## src/hw/rcr_pkg.sv

```systemverilog
// Purpose: Constants and types for the regulator control register bank
// Assumes: Byte-wide registers reached through the serial engine's register port
// Notes:   All numbers used by the logic are named here
package rcr_pkg;

  localparam logic [7:0] ADDR_SUPPLY_ENABLE   = 8'h03;
  localparam logic [7:0] ADDR_CONVERTER_MODE  = 8'h04;
  localparam logic [7:0] ADDR_CONVERTER_TWO   = 8'h05;
  localparam logic [7:0] ADDR_CORE_CODE       = 8'h06;
  localparam logic [7:0] ADDR_CORE_SLEW       = 8'h07;

  localparam logic [7:0] RST_SUPPLY_ENABLE    = 8'hFF;
  localparam logic [7:0] RST_CONVERTER_MODE   = 8'hB1;
  localparam logic [7:0] RST_CONVERTER_TWO    = 8'h40;
  localparam logic [2:0] RST_CORE_SLEW        = 3'h6;

  // Writable masks; other positions ignore writes and read zero
  localparam logic [7:0] MASK_SUPPLY_ENABLE   = 8'h3E;
  localparam logic [7:0] MASK_CONVERTER_TWO   = 8'hC7;
  localparam logic [7:0] MASK_CORE_CODE       = 8'h1F;
  localparam logic [7:0] MASK_CORE_SLEW       = 8'h07;

  // Supply enable bit positions
  localparam int EN_BUCK1 = 5;
  localparam int EN_BUCK2 = 4;
  localparam int EN_BUCK3 = 3;
  localparam int EN_SECOND_LINEAR_REGULATOR  = 2;
  localparam int EN_FIRST_LINEAR_REGULATOR  = 1;

  // Converter mode fields
  localparam int MODE_B2_PH_HI = 7;
  localparam int MODE_B2_PH_LO = 6;
  localparam int MODE_B3_PH_HI = 5;
  localparam int MODE_B3_PH_LO = 4;
  localparam int MODE_RIPPLE   = 3;
  localparam int MODE_FORCED_PWM_B2  = 2;
  localparam int MODE_FORCED_PWM_B1  = 1;
  localparam int MODE_FORCED_PWM_B3  = 0;

  // Converter control two fields
  localparam int CTL_GO        = 7;
  localparam int CTL_PIN_SEL   = 6;
  localparam int CTL_DIS_B2    = 2;
  localparam int CTL_DIS_B1    = 1;
  localparam int CTL_DIS_B3    = 0;

  // Core code defaults: msb always set, low nibble from strap
  localparam logic [4:0] CORE_CODE_LOW_STRAP  = 5'h14;
  localparam logic [4:0] CORE_CODE_HIGH_STRAP = 5'h1E;

  // Phase delay of buck1 is fixed at zero quarters
  localparam logic [1:0] PHASE_REFERENCE = 2'h0;

  // Slew: time for one code step per setting, in ns (25 mV / rate)
  localparam int CLK_PERIOD_NS = 40;
  localparam int SLEW_STEP_NS [8] = '{111111, 55555, 27777, 13888, 6944, 3472, 1736, 40};

  typedef enum logic [1:0] {
    RCR_IDLE = 2'b00,
    RCR_STEP = 2'b01,
    RCR_WAIT = 2'b10
  } rcr_dvm_state_t;

  typedef struct packed {
    logic       wr;
    logic [7:0] addr;
    logic [7:0] wdata;
  } rcr_reg_req_t;

  typedef struct packed {
    logic       buck1_on;
    logic       buck2_on;
    logic       buck3_on;
    logic       first_linear_regulator_on;
    logic       second_linear_regulator_on;
  } rcr_supply_on_t;

  typedef struct packed {
    logic [1:0] buck1_phase;
    logic [1:0] buck2_phase;
    logic [1:0] buck3_phase;
    logic       low_ripple;
    logic [2:0] forced_pwm;
    logic [2:0] discharge;
  } rcr_conv_cfg_t;

endpackage : rcr_pkg

```

## src/hw/rcr_step_timer.sv

```systemverilog
// Purpose: Paces voltage code steps at the selected slew setting
// Assumes: Reloaded while run is low, counts every clock
// Notes:   Tick is one cycle wide, except at slew setting 7 where it stays high every running cycle
`timescale 1ns/100ps
module rcr_step_timer #(
  parameter int CNT_W = 12
) (
  // Clock and reset
  input  wire logic       clk,
  input  wire logic       sys_rst,
  // Control
  input  wire logic       run,
  input  wire logic [2:0] slew_sel,
  // Step tick
  output logic            tick
);

  function automatic logic [CNT_W-1:0] step_cycles(input logic [2:0] sel);
    int n;
    n = rcr_pkg::SLEW_STEP_NS[sel] / rcr_pkg::CLK_PERIOD_NS;
    if (n < 1) begin
      n = 1;
    end
    return CNT_W'(n - 1);
  endfunction : step_cycles

  logic [CNT_W-1:0] count;

  always_ff @(posedge clk) begin
    if (sys_rst || !run) begin
      count <= step_cycles(slew_sel);
      tick  <= 1'b0;
    end else if (count == '0) begin
      count <= step_cycles(slew_sel);
      tick  <= 1'b1;
    end else begin
      count <= count - CNT_W'(1);
      tick  <= 1'b0;
    end
  end

endmodule : rcr_step_timer

```

## src/hw/rcr_regulator_control.sv

```systemverilog
// Purpose: Supply enables, converter mode, converter control and core voltage code registers
// Assumes: Serial engine hands over byte writes and reads on a synchronous register port
// Notes:   Lockout arrives as a synchronous active-high level, warm reset as an active-low pin
`timescale 1ns/100ps

// Operation
// - buck3 on needs bit 3 and pin
// - second LDO needs bit 2 and pin
// - first LDO needs bit 1 and pin
// - Lockout sets enable bits; writes otherwise
// - Low enable pin forces bit to one
// - Mode register at 04h, reset B1h
// - Phase delay fields for buck2, buck3
// - buck1 phase fixed at zero
// - Bit 3 selects low ripple PFM
// - Forced PWM bits per converter
// - Control two at 05h, reset 40h
// - Go bit starts stepping toward code
// - Go clears when code reaches target
// - Pin select chooses pin or register
// - Four events restore pin select
// - Discharge bits per disabled converter
// - Core code at 06h, strap default
// - Four events reload core code
// - Enable register 03h, reset FFh
module rcr_regulator_control #(
  parameter int TIMER_W = 12
) (
  // Clock and reset
  input  wire logic                    clk,
  input  wire logic                    sys_rst,
  // Reset events
  input  wire logic                    undervoltage_lockout,
  input  wire logic                    warm_reset_pin_n,
  input  wire logic                    power_on_reset_out,
  input  wire logic                    rtc_supply_low,
  // Straps and enable pins
  input  wire logic                    core_default_pin,
  input  wire logic                    buck1_enable_pin,
  input  wire logic                    buck2_enable_pin,
  input  wire logic                    buck3_enable_pin,
  input  wire logic                    ldo_shared_enable_pin,
  // Register port
  input  wire rcr_pkg::rcr_reg_req_t   reg_req,
  output logic [7:0]                   reg_rdata,
  // Supply controls
  output rcr_pkg::rcr_supply_on_t      supply_on,
  output rcr_pkg::rcr_conv_cfg_t       conv_cfg,
  output logic                         core_use_pin,
  output logic [4:0]                   core_step_code,
  output logic                         core_dvm_busy
);

  logic [7:0]                   supply_enable_control;
  logic [7:0]                   converter_mode_control;
  logic [7:0]                   converter_control_two;
  logic [4:0]                   core_voltage_code;
  logic [2:0]                   core_slew_select;
  logic                         core_strap;
  logic                         strap_seen;
  rcr_pkg::rcr_dvm_state_t      dvm_state;
  rcr_pkg::rcr_dvm_state_t      next_dvm_state;
  logic                         step_tick;
  logic                         core_reset_evt;
  logic                         wr_enable;
  logic                         wr_mode;
  logic                         wr_two;
  logic                         wr_code;
  logic                         wr_slew;
  logic                         go_done;
  logic [7:0]                   next_supply;
  logic [7:0]                   next_rdata;

  function automatic logic hit(input rcr_pkg::rcr_reg_req_t r, input logic [7:0] a);
    return r.wr && (r.addr == a);
  endfunction : hit

  function automatic logic [4:0] core_default(input logic strap);
    return strap ? rcr_pkg::CORE_CODE_HIGH_STRAP : rcr_pkg::CORE_CODE_LOW_STRAP;
  endfunction : core_default

  assign wr_enable      = hit(reg_req, rcr_pkg::ADDR_SUPPLY_ENABLE);
  assign wr_mode        = hit(reg_req, rcr_pkg::ADDR_CONVERTER_MODE);
  assign wr_two         = hit(reg_req, rcr_pkg::ADDR_CONVERTER_TWO);
  assign wr_code        = hit(reg_req, rcr_pkg::ADDR_CORE_CODE);
  assign wr_slew        = hit(reg_req, rcr_pkg::ADDR_CORE_SLEW);
  assign core_reset_evt = undervoltage_lockout || !warm_reset_pin_n
                          || power_on_reset_out || rtc_supply_low;

  // Strap caught by a clocked process after reset release, held till next core reset
  always_ff @(posedge clk) begin
    if (sys_rst) begin
      strap_seen <= 1'b0;
      core_strap <= 1'b0;
    end else if (core_reset_evt || !strap_seen) begin
      strap_seen <= 1'b1;
      core_strap <= core_default_pin;
    end
  end

  // Supply enables: pin-low restore wins over a serial write
  always_comb begin
    next_supply = supply_enable_control;
    if (wr_enable) begin
      next_supply = (reg_req.wdata & rcr_pkg::MASK_SUPPLY_ENABLE)
                    | ~rcr_pkg::MASK_SUPPLY_ENABLE;
    end
    if (!buck1_enable_pin) next_supply[rcr_pkg::EN_BUCK1] = 1'b1;
    if (!buck2_enable_pin) next_supply[rcr_pkg::EN_BUCK2] = 1'b1;
    if (!buck3_enable_pin) next_supply[rcr_pkg::EN_BUCK3] = 1'b1;
    if (!ldo_shared_enable_pin) begin
      next_supply[rcr_pkg::EN_SECOND_LINEAR_REGULATOR] = 1'b1;
      next_supply[rcr_pkg::EN_FIRST_LINEAR_REGULATOR] = 1'b1;
    end
  end

  always_ff @(posedge clk) begin
    if (sys_rst || undervoltage_lockout) begin
      supply_enable_control <= rcr_pkg::RST_SUPPLY_ENABLE;
    end else begin
      supply_enable_control <= next_supply;
    end
  end

  always_ff @(posedge clk) begin
    if (sys_rst || undervoltage_lockout) begin
      converter_mode_control <= rcr_pkg::RST_CONVERTER_MODE;
    end else if (wr_mode) begin
      converter_mode_control <= reg_req.wdata;
    end
  end

  always_ff @(posedge clk) begin
    if (sys_rst || undervoltage_lockout) begin
      core_slew_select <= rcr_pkg::RST_CORE_SLEW;
    end else if (wr_slew) begin
      core_slew_select <= reg_req.wdata[2:0];
    end
  end

  // Converter control two: go and discharge reset on lockout, pin select on any of the four core reset events
  always_ff @(posedge clk) begin
    if (sys_rst) begin
      converter_control_two <= rcr_pkg::RST_CONVERTER_TWO;
    end else begin
      if (undervoltage_lockout) begin
        converter_control_two[rcr_pkg::CTL_GO]     <= rcr_pkg::RST_CONVERTER_TWO[rcr_pkg::CTL_GO];
        converter_control_two[rcr_pkg::CTL_DIS_B2:0] <= rcr_pkg::RST_CONVERTER_TWO[rcr_pkg::CTL_DIS_B2:0];
      end else if (wr_two) begin
        // Writing zero to go leaves a running transition alone
        converter_control_two[rcr_pkg::CTL_GO] <= reg_req.wdata[rcr_pkg::CTL_GO]
                                                  || (converter_control_two[rcr_pkg::CTL_GO] && !go_done);
        converter_control_two[rcr_pkg::CTL_DIS_B2:0] <= reg_req.wdata[rcr_pkg::CTL_DIS_B2:0];
      end else if (go_done) begin
        converter_control_two[rcr_pkg::CTL_GO] <= 1'b0;
      end
      if (core_reset_evt) begin
        converter_control_two[rcr_pkg::CTL_PIN_SEL] <= rcr_pkg::RST_CONVERTER_TWO[rcr_pkg::CTL_PIN_SEL];
      end else if (wr_two) begin
        converter_control_two[rcr_pkg::CTL_PIN_SEL] <= reg_req.wdata[rcr_pkg::CTL_PIN_SEL];
      end
      converter_control_two[5:3] <= 3'h0;
    end
  end

  // Core code: one cycle after reset release it takes the strap default
  always_ff @(posedge clk) begin
    if (sys_rst) begin
      core_voltage_code <= rcr_pkg::CORE_CODE_LOW_STRAP;
    end else if (core_reset_evt || !strap_seen) begin
      core_voltage_code <= core_default(core_default_pin);
    end else if (wr_code) begin
      core_voltage_code <= reg_req.wdata[4:0];
    end
  end

  // Voltage change stepping
  rcr_step_timer #(
    .CNT_W    (TIMER_W)
  ) u_step_timer (
    .clk      (clk),
    .sys_rst  (sys_rst),
    .run      (dvm_state == rcr_pkg::RCR_STEP),
    .slew_sel (core_slew_select),
    .tick     (step_tick)
  );

  assign go_done = (dvm_state == rcr_pkg::RCR_WAIT);

  always_comb begin
    next_dvm_state = dvm_state;
    case (dvm_state)
      rcr_pkg::RCR_IDLE: begin
        if (converter_control_two[rcr_pkg::CTL_GO]) begin
          next_dvm_state = rcr_pkg::RCR_STEP;
        end
      end
      rcr_pkg::RCR_STEP: begin
        if (core_step_code == core_voltage_code) begin
          next_dvm_state = rcr_pkg::RCR_WAIT;
        end
      end
      rcr_pkg::RCR_WAIT: begin
        next_dvm_state = rcr_pkg::RCR_IDLE;
      end
      default: begin
        next_dvm_state = rcr_pkg::RCR_IDLE;
      end
    endcase
  end

  always_ff @(posedge clk) begin
    if (sys_rst || undervoltage_lockout) begin
      dvm_state <= rcr_pkg::RCR_IDLE;
    end else begin
      dvm_state <= next_dvm_state;
    end
  end

  // Stepped code follows target one code per tick while stepping; otherwise holds, reloaded with the strap default on core reset
  always_ff @(posedge clk) begin
    if (sys_rst) begin
      core_step_code <= rcr_pkg::CORE_CODE_LOW_STRAP;
    end else if (core_reset_evt || !strap_seen) begin
      core_step_code <= core_default(core_default_pin);
    end else if (dvm_state == rcr_pkg::RCR_STEP && step_tick) begin
      if (core_step_code < core_voltage_code) begin
        core_step_code <= core_step_code + 5'h01;
      end else if (core_step_code > core_voltage_code) begin
        core_step_code <= core_step_code - 5'h01;
      end
    end
  end

  always_ff @(posedge clk) begin
    if (sys_rst) begin
      core_dvm_busy <= 1'b0;
    end else begin
      core_dvm_busy <= (next_dvm_state == rcr_pkg::RCR_STEP);
    end
  end

  // Supply gating: register bit and pin must both be high
  always_ff @(posedge clk) begin
    if (sys_rst) begin
      supply_on <= '0;
    end else begin
      supply_on.buck1_on <= supply_enable_control[rcr_pkg::EN_BUCK1] && buck1_enable_pin;
      supply_on.buck2_on <= supply_enable_control[rcr_pkg::EN_BUCK2] && buck2_enable_pin;
      supply_on.buck3_on <= supply_enable_control[rcr_pkg::EN_BUCK3] && buck3_enable_pin;
      supply_on.second_linear_regulator_on  <= supply_enable_control[rcr_pkg::EN_SECOND_LINEAR_REGULATOR] && ldo_shared_enable_pin;
      supply_on.first_linear_regulator_on  <= supply_enable_control[rcr_pkg::EN_FIRST_LINEAR_REGULATOR] && ldo_shared_enable_pin;
    end
  end

  always_ff @(posedge clk) begin
    if (sys_rst) begin
      conv_cfg     <= '0;
      core_use_pin <= 1'b1;
    end else begin
      conv_cfg.buck1_phase <= rcr_pkg::PHASE_REFERENCE;
      conv_cfg.buck2_phase <= converter_mode_control[rcr_pkg::MODE_B2_PH_HI:rcr_pkg::MODE_B2_PH_LO];
      conv_cfg.buck3_phase <= converter_mode_control[rcr_pkg::MODE_B3_PH_HI:rcr_pkg::MODE_B3_PH_LO];
      conv_cfg.low_ripple  <= converter_mode_control[rcr_pkg::MODE_RIPPLE];
      // Order buck2, buck1, buck3
      conv_cfg.forced_pwm  <= converter_mode_control[rcr_pkg::MODE_FORCED_PWM_B2:rcr_pkg::MODE_FORCED_PWM_B3];
      // Discharge acts only while the converter is off
      conv_cfg.discharge   <= converter_control_two[rcr_pkg::CTL_DIS_B2:rcr_pkg::CTL_DIS_B3]
                              & ~{supply_on.buck2_on, supply_on.buck1_on, supply_on.buck3_on};
      core_use_pin         <= converter_control_two[rcr_pkg::CTL_PIN_SEL];
    end
  end

  // Read path, registered; unmapped addresses read zero
  always_comb begin
    case (reg_req.addr)
      rcr_pkg::ADDR_SUPPLY_ENABLE:  next_rdata = supply_enable_control & rcr_pkg::MASK_SUPPLY_ENABLE;
      rcr_pkg::ADDR_CONVERTER_MODE: next_rdata = converter_mode_control;
      rcr_pkg::ADDR_CONVERTER_TWO:  next_rdata = converter_control_two & rcr_pkg::MASK_CONVERTER_TWO;
      rcr_pkg::ADDR_CORE_CODE:      next_rdata = {3'h0, core_voltage_code};
      rcr_pkg::ADDR_CORE_SLEW:      next_rdata = {5'h00, core_slew_select};
      default:                      next_rdata = 8'h00;
    endcase
  end

  always_ff @(posedge clk) begin
    if (sys_rst) begin
      reg_rdata <= 8'h00;
    end else begin
      reg_rdata <= next_rdata;
    end
  end

endmodule : rcr_regulator_control

```

## config.mk

```make
export PLATFORM = sky130hd
export DESIGN_NAME = rcr_regulator_control
export DESIGN_NICKNAME = d
export VERILOG_FILES = /design/src/hw/rcr_pkg.sv /design/src/hw/rcr_step_timer.sv /design/src/hw/rcr_regulator_control.sv
export SDC_FILE = /design/constraint.sdc
export NUM_CORES = 1
export LEC_CHECK = 0
export BUFFER_PORTS_ARGS = -buffer_cell sky130_fd_sc_hd__buf_2
export CORE_MARGIN = 3
export CORE_UTILIZATION = 60
export DETAILED_ROUTE_END_ITERATION = 6
export GPL_ROUTABILITY_DRIVEN = 0
export PLACE_DENSITY = 0.77
export SYNTH_ARGS = -nofsm -noshare
export SYNTH_HDL_FRONTEND = slang
export SYNTH_SLANG_ARGS = --single-unit
```

## constraint.sdc

```tcl
create_clock -name clk -period 28.7 [get_ports clk]
set_clock_uncertainty 0.1 [all_clocks]
set_input_delay 4.305 -clock clk [delete_from_list [all_inputs] [get_ports clk]]
set_output_delay 4.305 -clock clk [all_outputs]
set_load 0.05 [all_outputs]
```

# Word level (Yosys, flattened, before mapping)
# Memories as Yosys holds them, arrays and structs flattened.
# Cells that the tools add are included.
# Widths: inputs -> output; s select.
dict set report word_totals {
  wordCells 114
  register_bits 75
  mem_count 1
  input_bits 28
  output_inout_bits 33
  romBits 256
}
# name words word_bits read_ports rd_clocked_by_memory_dff write_ports line
set memory_table {}
lappend memory_table {{(no name shown)} 8 32 1 0 0 rcr_step_timer.sv:20} ;# n = rcr_pkg::SLEW_STEP_NS[sel] / rcr_pkg::CLK_PERIOD_NS;
dict set report op_classes {
  mux 22
  div_mod_pow 1
  bitwise 7
  n_reduce_logical 36
  n_addsub 5
  n_eq_ne 9
  magnitude_cmp 4
}
# operator count
set op_table {}
lappend op_table {{$mux 12} 6}
lappend op_table {{$mux 32} 2}
lappend op_table {{$pmux 8 s5} 1}
lappend op_table {{$div 32x7->32 const B} 1}
lappend op_table {{$eq 8x3->1 const B} 4}
lappend op_table {{$lt 32x2->1 const B} 1}
lappend op_table {{$mux 5} 6}
lappend op_table {{$sub 12x2->12 const B} 2}
lappend op_table {{$logic_and 1x1->1} 12}
lappend op_table {{$logic_not 12->1} 1}
lappend op_table {{$reduce_or 2->1} 6}
lappend op_table {{$sub 12x1->12 const B} 1}
lappend op_table {{$eq 8x2->1 const B} 1}
lappend op_table {{$logic_or 1x1->1} 7}
lappend op_table {{$reduce_bool 2->1} 3}
lappend op_table {{$add 5x1->5 const B} 1}
lappend op_table {{$eq 5x5->1} 1}
lappend op_table {{$gt 5x5->1} 1}
lappend op_table {{$lt 5x5->1} 1}
lappend op_table {{$sub 5x1->5 const B} 1}
lappend op_table {{$eq 2x1->1 const B} 2}
lappend op_table {{$ge 4x4->1 const B} 1}
lappend op_table {{$logic_not 1->1} 4}
lappend op_table {{$mux 2} 2}
lappend op_table {{11 further kinds} 16}

# Depth between registers and ports, before layout
dict set report depth {
  ltp_word 12
  mapped_depth 57
  ltp_nobuf 49
}

# Cells and area by module
# Synthesis repeated with hierarchy kept, for this count alone.
dict set report hier_totals {
  hier_cells 1191
  hier_area_um2 9117.5
}
# module area_each_um2 n_inst seq_area_each_um2 cells_each
set by_module_without_submodules {}
lappend by_module_without_submodules {rcr_step_timer 6556.3 1 260.2 931}
lappend by_module_without_submodules {rcr_regulator_control 2561.2 1 1201.2 260}

# Least setup slack after synthesis
# No wires, ideal clock.
dict set report synth_timing {
  path_kind {register -> register}
  start {register core_slew_select[2]}
  end {register u_step_timer.count[10]}
  setup_slack_ps 17052
  period_less_slack_ps 11648
  required_ps 28471
  stages_incl_launch_ff 56
  setup_ps 129
  n_path_buf 8
  arrival_ps 11419
  path_cell_list {dfxtp_1 buf_2 buf_2 inv_2 clkbuf_1 ha_1 buf_2 buf_1 nand3_1 o221ai_1 xor2_1 nor2_1 inv_1 ha_1 nor2_1 nand3_1 a211oi_1 nor3_1 (+20 left out) or3_1 xor2_1 or4_1 buf_2 or4_1 o211ai_2 nand2_1 or3b_1 a21o_1 nor3_2 o2111a_2 nor4b_4 ha_1 nand2_1 nor3_1 a21oi_1 o21ai_0 o21ai_0}
}
dict set report synth_via {
  elab_chain_cells 12
  elab_cells_between_ends 14
  cone_classes {2 x add/sub; 1 x div; 1 x order compare; 8 x mux; 1 x bitwise; 1 x memory}
}
# element line
set synth_rtl {}
lappend synth_rtl {{from (decl)} rcr_regulator_control.sv:58} ;# logic [2:0] core_slew_select;
lappend synth_rtl {{from (signal assigned)} rcr_regulator_control.sv:135} ;# core_slew_select <= rcr_pkg::RST_CORE_SLEW;
lappend synth_rtl {{from (signal assigned)} rcr_regulator_control.sv:137} ;# core_slew_select <= reg_req.wdata[2:0];
lappend synth_rtl {{$not 3->4 (implied by the code) (*)} rcr_step_timer.sv:20}
lappend synth_rtl {{$mem_v2 8x32 (*)} -}
lappend synth_rtl {{$mux 32 (implied by the code) (*) (2 in a row)} rcr_step_timer.sv:20}
lappend synth_rtl {{$div 32x7->32 (*)} rcr_step_timer.sv:20}
lappend synth_rtl {{$lt 32x2->1} rcr_step_timer.sv:21} ;# if (n < 1) begin
lappend synth_rtl {{$mux 12 (*)} rcr_step_timer.sv:21}
lappend synth_rtl {{$mux 12} rcr_step_timer.sv:33} ;# end else if (count == '0) begin
lappend synth_rtl {{$mux 12} rcr_step_timer.sv:30} ;# if (sys_rst || !run) begin
lappend synth_rtl {{$sub 12x2->12} rcr_step_timer.sv:24} ;# return CNT_W'(n - 1);
lappend synth_rtl {{$mux 12} rcr_step_timer.sv:33}
lappend synth_rtl {{$mux 12 (*)} rcr_step_timer.sv:30}
lappend synth_rtl {{to (signal assigned)} rcr_step_timer.sv:31} ;# count <= step_cycles(slew_sel);
lappend synth_rtl {{to (signal assigned)} rcr_step_timer.sv:34} ;# count <= step_cycles(slew_sel);
lappend synth_rtl {{to (signal assigned)} rcr_step_timer.sv:37} ;# count <= count - CNT_W'(1);
lappend synth_rtl {{to (decl)} rcr_step_timer.sv:27} ;# logic [CNT_W-1:0] count;
# Every way passes the cells marked *; elsewhere a longest branch is shown, timed or not. The select of a mux whose other input is x is not followed.
# A chain may end at the register's enable or synchronous reset.

# Final worst setup path
# Same ends and word-level chain as after synthesis.

==> results.yml <==
run_status:
  outcome: "completed"
global_routing:
  track_usage: 0.325
  grt_pass1_wl_mm: 43.6
  grt_start_max_net_pins: 28
  globalRoute.totalOverflow: 0
  antenna_violations_before_repair: 0
  vias_in_the_first_global_route: 8375
power:
  vdd_drop_max_v: 0.0000362
  total_leakage_power_uw: 0.00376
  cellPowerDensity_nw_per_um2: 32.1
sta:
  maxSlewHeadroom: 0.140
  report.final.slew_viol_count: 0
  final.setup.tns_ns: 0
  final-hold-violation-count: 0
  grt_setup_unrepaired: "false"
  finalWorstPathRequiredPeriod_ns: 14.02
  worst_pin_slew_ns: 1.28
  report.final.setup_viol: 0
  worst_case_hold_slack_ns: 0.314
  max_clock_freq_mhz: 71.3
  layout_worst_path_cycle_share: 0.489
placed_design:
  post-place-cells: 1355
  dp_hpwl_mm: 21.0
  count_of_buffers_from_port_buffering: 58
synth:
  yosys.cell_count.top_type: "sky130_fd_sc_hd__nand2_1"
  synthesis.area_per_instance_um2: 7.46
  count_of_flip_flops_with_a_built_in_enable_after_synthesis: 0
  syn_area_um2: 8690
  synth_ff_type: "sky130_fd_sc_hd__dfxtp_1"
  synth.largest_area_cell: "sky130_fd_sc_hd__dfxtp_1"
  synthTopCellsByCount: "sky130_fd_sc_hd__nand2_1 (121), sky130_fd_sc_hd__nor2_1 (105), sky130_fd_sc_hd__a21oi_1 (77), sky130_fd_sc_hd__dfxtp_1 (73), sky130_fd_sc_hd__nand3_1 (56)"
  synth-async-reset-ratio: 0
  synth-seq-cells: 73
  synth_seq_area_share: 0.168
  synth_top_area_share: 0.168
  yosysWarningCount: 0
  biggest_area_contributors_in_the_synthesized_netlist: "sky130_fd_sc_hd__dfxtp_1 (17%), sky130_fd_sc_hd__nand2_1 (5.2%), sky130_fd_sc_hd__mux2i_1 (4.8%)"
  post_synth_num_cell_types: 117
  netlist_instances: 1164
worst_setup_path:
  timing.rr.end: "u_step_timer.count[10]"
  worst-setup-path-type: "flop to flop"
  start_kind: "flop"
  timing.critical_path.slowest_cell_delay_ns: 0.73
  worst-r2r-setup-slack_ns: 14.68
  setup.worst_path.end_class: "flop"
  critical_path.slowest_cell: "sky130_fd_sc_hd__a211oi_2"
  timing.reg2reg.worst_path_depth: 41
  required_ns: 28.81
  worst_reg2reg_startpoint: "core_slew_select[2]"
  worstPathArrival_ns: 14.13
  crit_fanout: 27
hold_path:
  hold_end: "conv_cfg[1]"
  hold_path_depth: 1
  hp-start: "supply_on[4]"
  holdCritPathClass: "flop to flop"
clock_tree:
  cts_tree: "done"
  ctsResizeCount: 0
  worstSkewPairLatency_ns: 0.33
  number_of_buffers_added_for_setup_after_cts: 0
  h-tree-depth: 3
  cts.reportedPaths.clkPinSlew_ns: 0.06
  cts.root.buffer_cell: "sky130_fd_sc_hd__clkbuf_16"
  cts.hold.buffers_added: 0
  cts_inserted_buffers: 9
  cts.path.max_buffers: 2
  cts_num_sinks: 73
cells_and_area:
  sequential_cell_area_um2: 1460
  number_of_filler_instances_in_the_final_layout: 1241
  area_growth_syn_to_layout_pct: 7.17
  layout-drive-gt1-share: 0.137
  final_cell_count_no_fill: 1371
  multi_input_logic_area_um2: 6890
  final_net_count: 1241
  diodes: 0
drt:
  dr_iter_0_viols: 1492
  route.detailed.vias_per_inst: 6.93
  drcViolationCount: 0
  vias_after_detailed_routing: 9498
  firstDrtPassIters: 7
  routed_wire_per_std_cell_um: 19.8
  routed_wl_mm: 27.1
  drtAntennaViolNets: 0
floorplan:
  core-area_um2: 14000
  number_of_i_o_pins: 61
  die_area_um2: 16000
  die-height_um: 126
  fp.dieW_um: 126
  row_count: 43
  initial_utilization: 0.619
flow_run:
  max-cap-violations: 0
==> cell type report <==
type | instances | area share
sequential | 73 | 0.157
clock buffer | 9 | 0.0242
inverter | 26 | 0.0105
tap | 180 | 0.0242
clock inverter | 7 | 0.0107
multi-input combinational | 1015 | 0.740
timing repair buffer | 61 | 0.0336
==> sequential cells by signal, summed over array words and instances (netlist names) <==
name / cells
supply_on: 5
u_step_timer.tick: 1
reg_rdata: 8
converter_mode_control: 8
strap_seen: 1
core_use_pin: 1
core_slew_select: 3
supply_enable_control: 5
core_step_code: 5
conv_cfg: 11
converter_control_two: 5
u_step_timer.count: 12
core_dvm_busy: 1
dvm_state: 2
core_voltage_code: 5
==> worst max-delay path, delay by kind of cell (launching register included) <==
family	cells	cell delay, ns
and+or+nand+nor	20	6.68
AOI/OAI and AO/OA	12	3.63
adders and majority gates	3	1.31
muxes	2	0.63
buffers and inverters	3	0.62
xor gates and xnor gates	1	0.59
DFF	1	0.31
==> worst max path at each step <==
stage / from / endpoint / slack [ns] / cells after the start
after floorplan: core_slew_select[2] / u_step_timer.count[10] / 17.05 / 55
after global placement: core_slew_select[2] / u_step_timer.count[10] / 15.50 / 42
after detailed placement: core_slew_select[1] / u_step_timer.count[10] / 15.10 / 48
after CTS: core_slew_select[1] / u_step_timer.count[10] / 15.02 / 48
after global routing: core_slew_select[1] / u_step_timer.count[10] / 13.58 / 47
final: core_slew_select[2] / u_step_timer.count[10] / 14.68 / 41
==> stage by stage <==
step	utilization	total power (µW)	area [µm²]	setup WS (ns)
global route	0.663	312	9310	13.58
detailed placement	0.640	178	8990	15.10
finish	0.663	299	9310	14.68
floorplan	-	162	8690	17.05
global placement	0.640	177	8990	15.50
CTS	0.663	298	9310	15.02
==> cell families after synthesis <==
kind of cell,Yosys count,share of synthesized area
flip-flops,73,0.168
XOR/XNOR,61,0.0648
AND/OR/NAND/NOR,504,0.300
multiplexers,61,0.0793
other,1,0.000432
buffers and inverters,77,0.0399
AO/OA/AOI/OAI,360,0.308
adder cells (fa/ha/maj),27,0.0397
==> power breakdown <==
part	switching [µW]	internal, µW	total, µW
sequential	1.70	103	105
clock	44.4	77.0	121
combinational	46.8	25.8	72.6
==> per-layer routing <==
| layer | vias to the layer above | routed length [µm] | track usage |
|---|---|---|---|
| li1 | 4446 | - | - |
| met1 | 4428 | 11900 | 0.485 |
| met2 | 561 | 11800 | 0.493 |
| met3 | 63 | 2890 | 0.0442 |
| met4 | 0 | 582 | 0.0839 |
| met5 | - | 0 | 0 |
==> layout by cell type, fill, tap and decap left out, types with 10 or more instances in the layout <==
cell	count
sky130_fd_sc_hd__or3_1	17
sky130_fd_sc_hd__a31oi_1	22
sky130_fd_sc_hd__mux2i_1	42
sky130_fd_sc_hd__a22oi_1	12
sky130_fd_sc_hd__and3_1	26
sky130_fd_sc_hd__xor2_1	20
sky130_fd_sc_hd__buf_2	58
sky130_fd_sc_hd__o211ai_1	20
sky130_fd_sc_hd__o21ai_0	52
sky130_fd_sc_hd__or2_2	10
sky130_fd_sc_hd__nor2b_1	21
sky130_fd_sc_hd__nand2_1	121
sky130_fd_sc_hd__xnor2_1	39
sky130_fd_sc_hd__inv_1	25
sky130_fd_sc_hd__a21oi_1	77
sky130_fd_sc_hd__mux2_2	12
sky130_fd_sc_hd__nand3_1	56
sky130_fd_sc_hd__nand2b_1	13
sky130_fd_sc_hd__nor3_1	40
sky130_fd_sc_hd__a21o_1	18
sky130_fd_sc_hd__nor4_1	10
sky130_fd_sc_hd__nand4_1	17
sky130_fd_sc_hd__dfxtp_1	73
sky130_fd_sc_hd__nor2_1	105
sky130_fd_sc_hd__and2_1	13
sky130_fd_sc_hd__a211oi_1	19
sky130_fd_sc_hd__ha_1	26
sky130_fd_sc_hd__o21a_1	13
(Power assumes the default switching activity.)
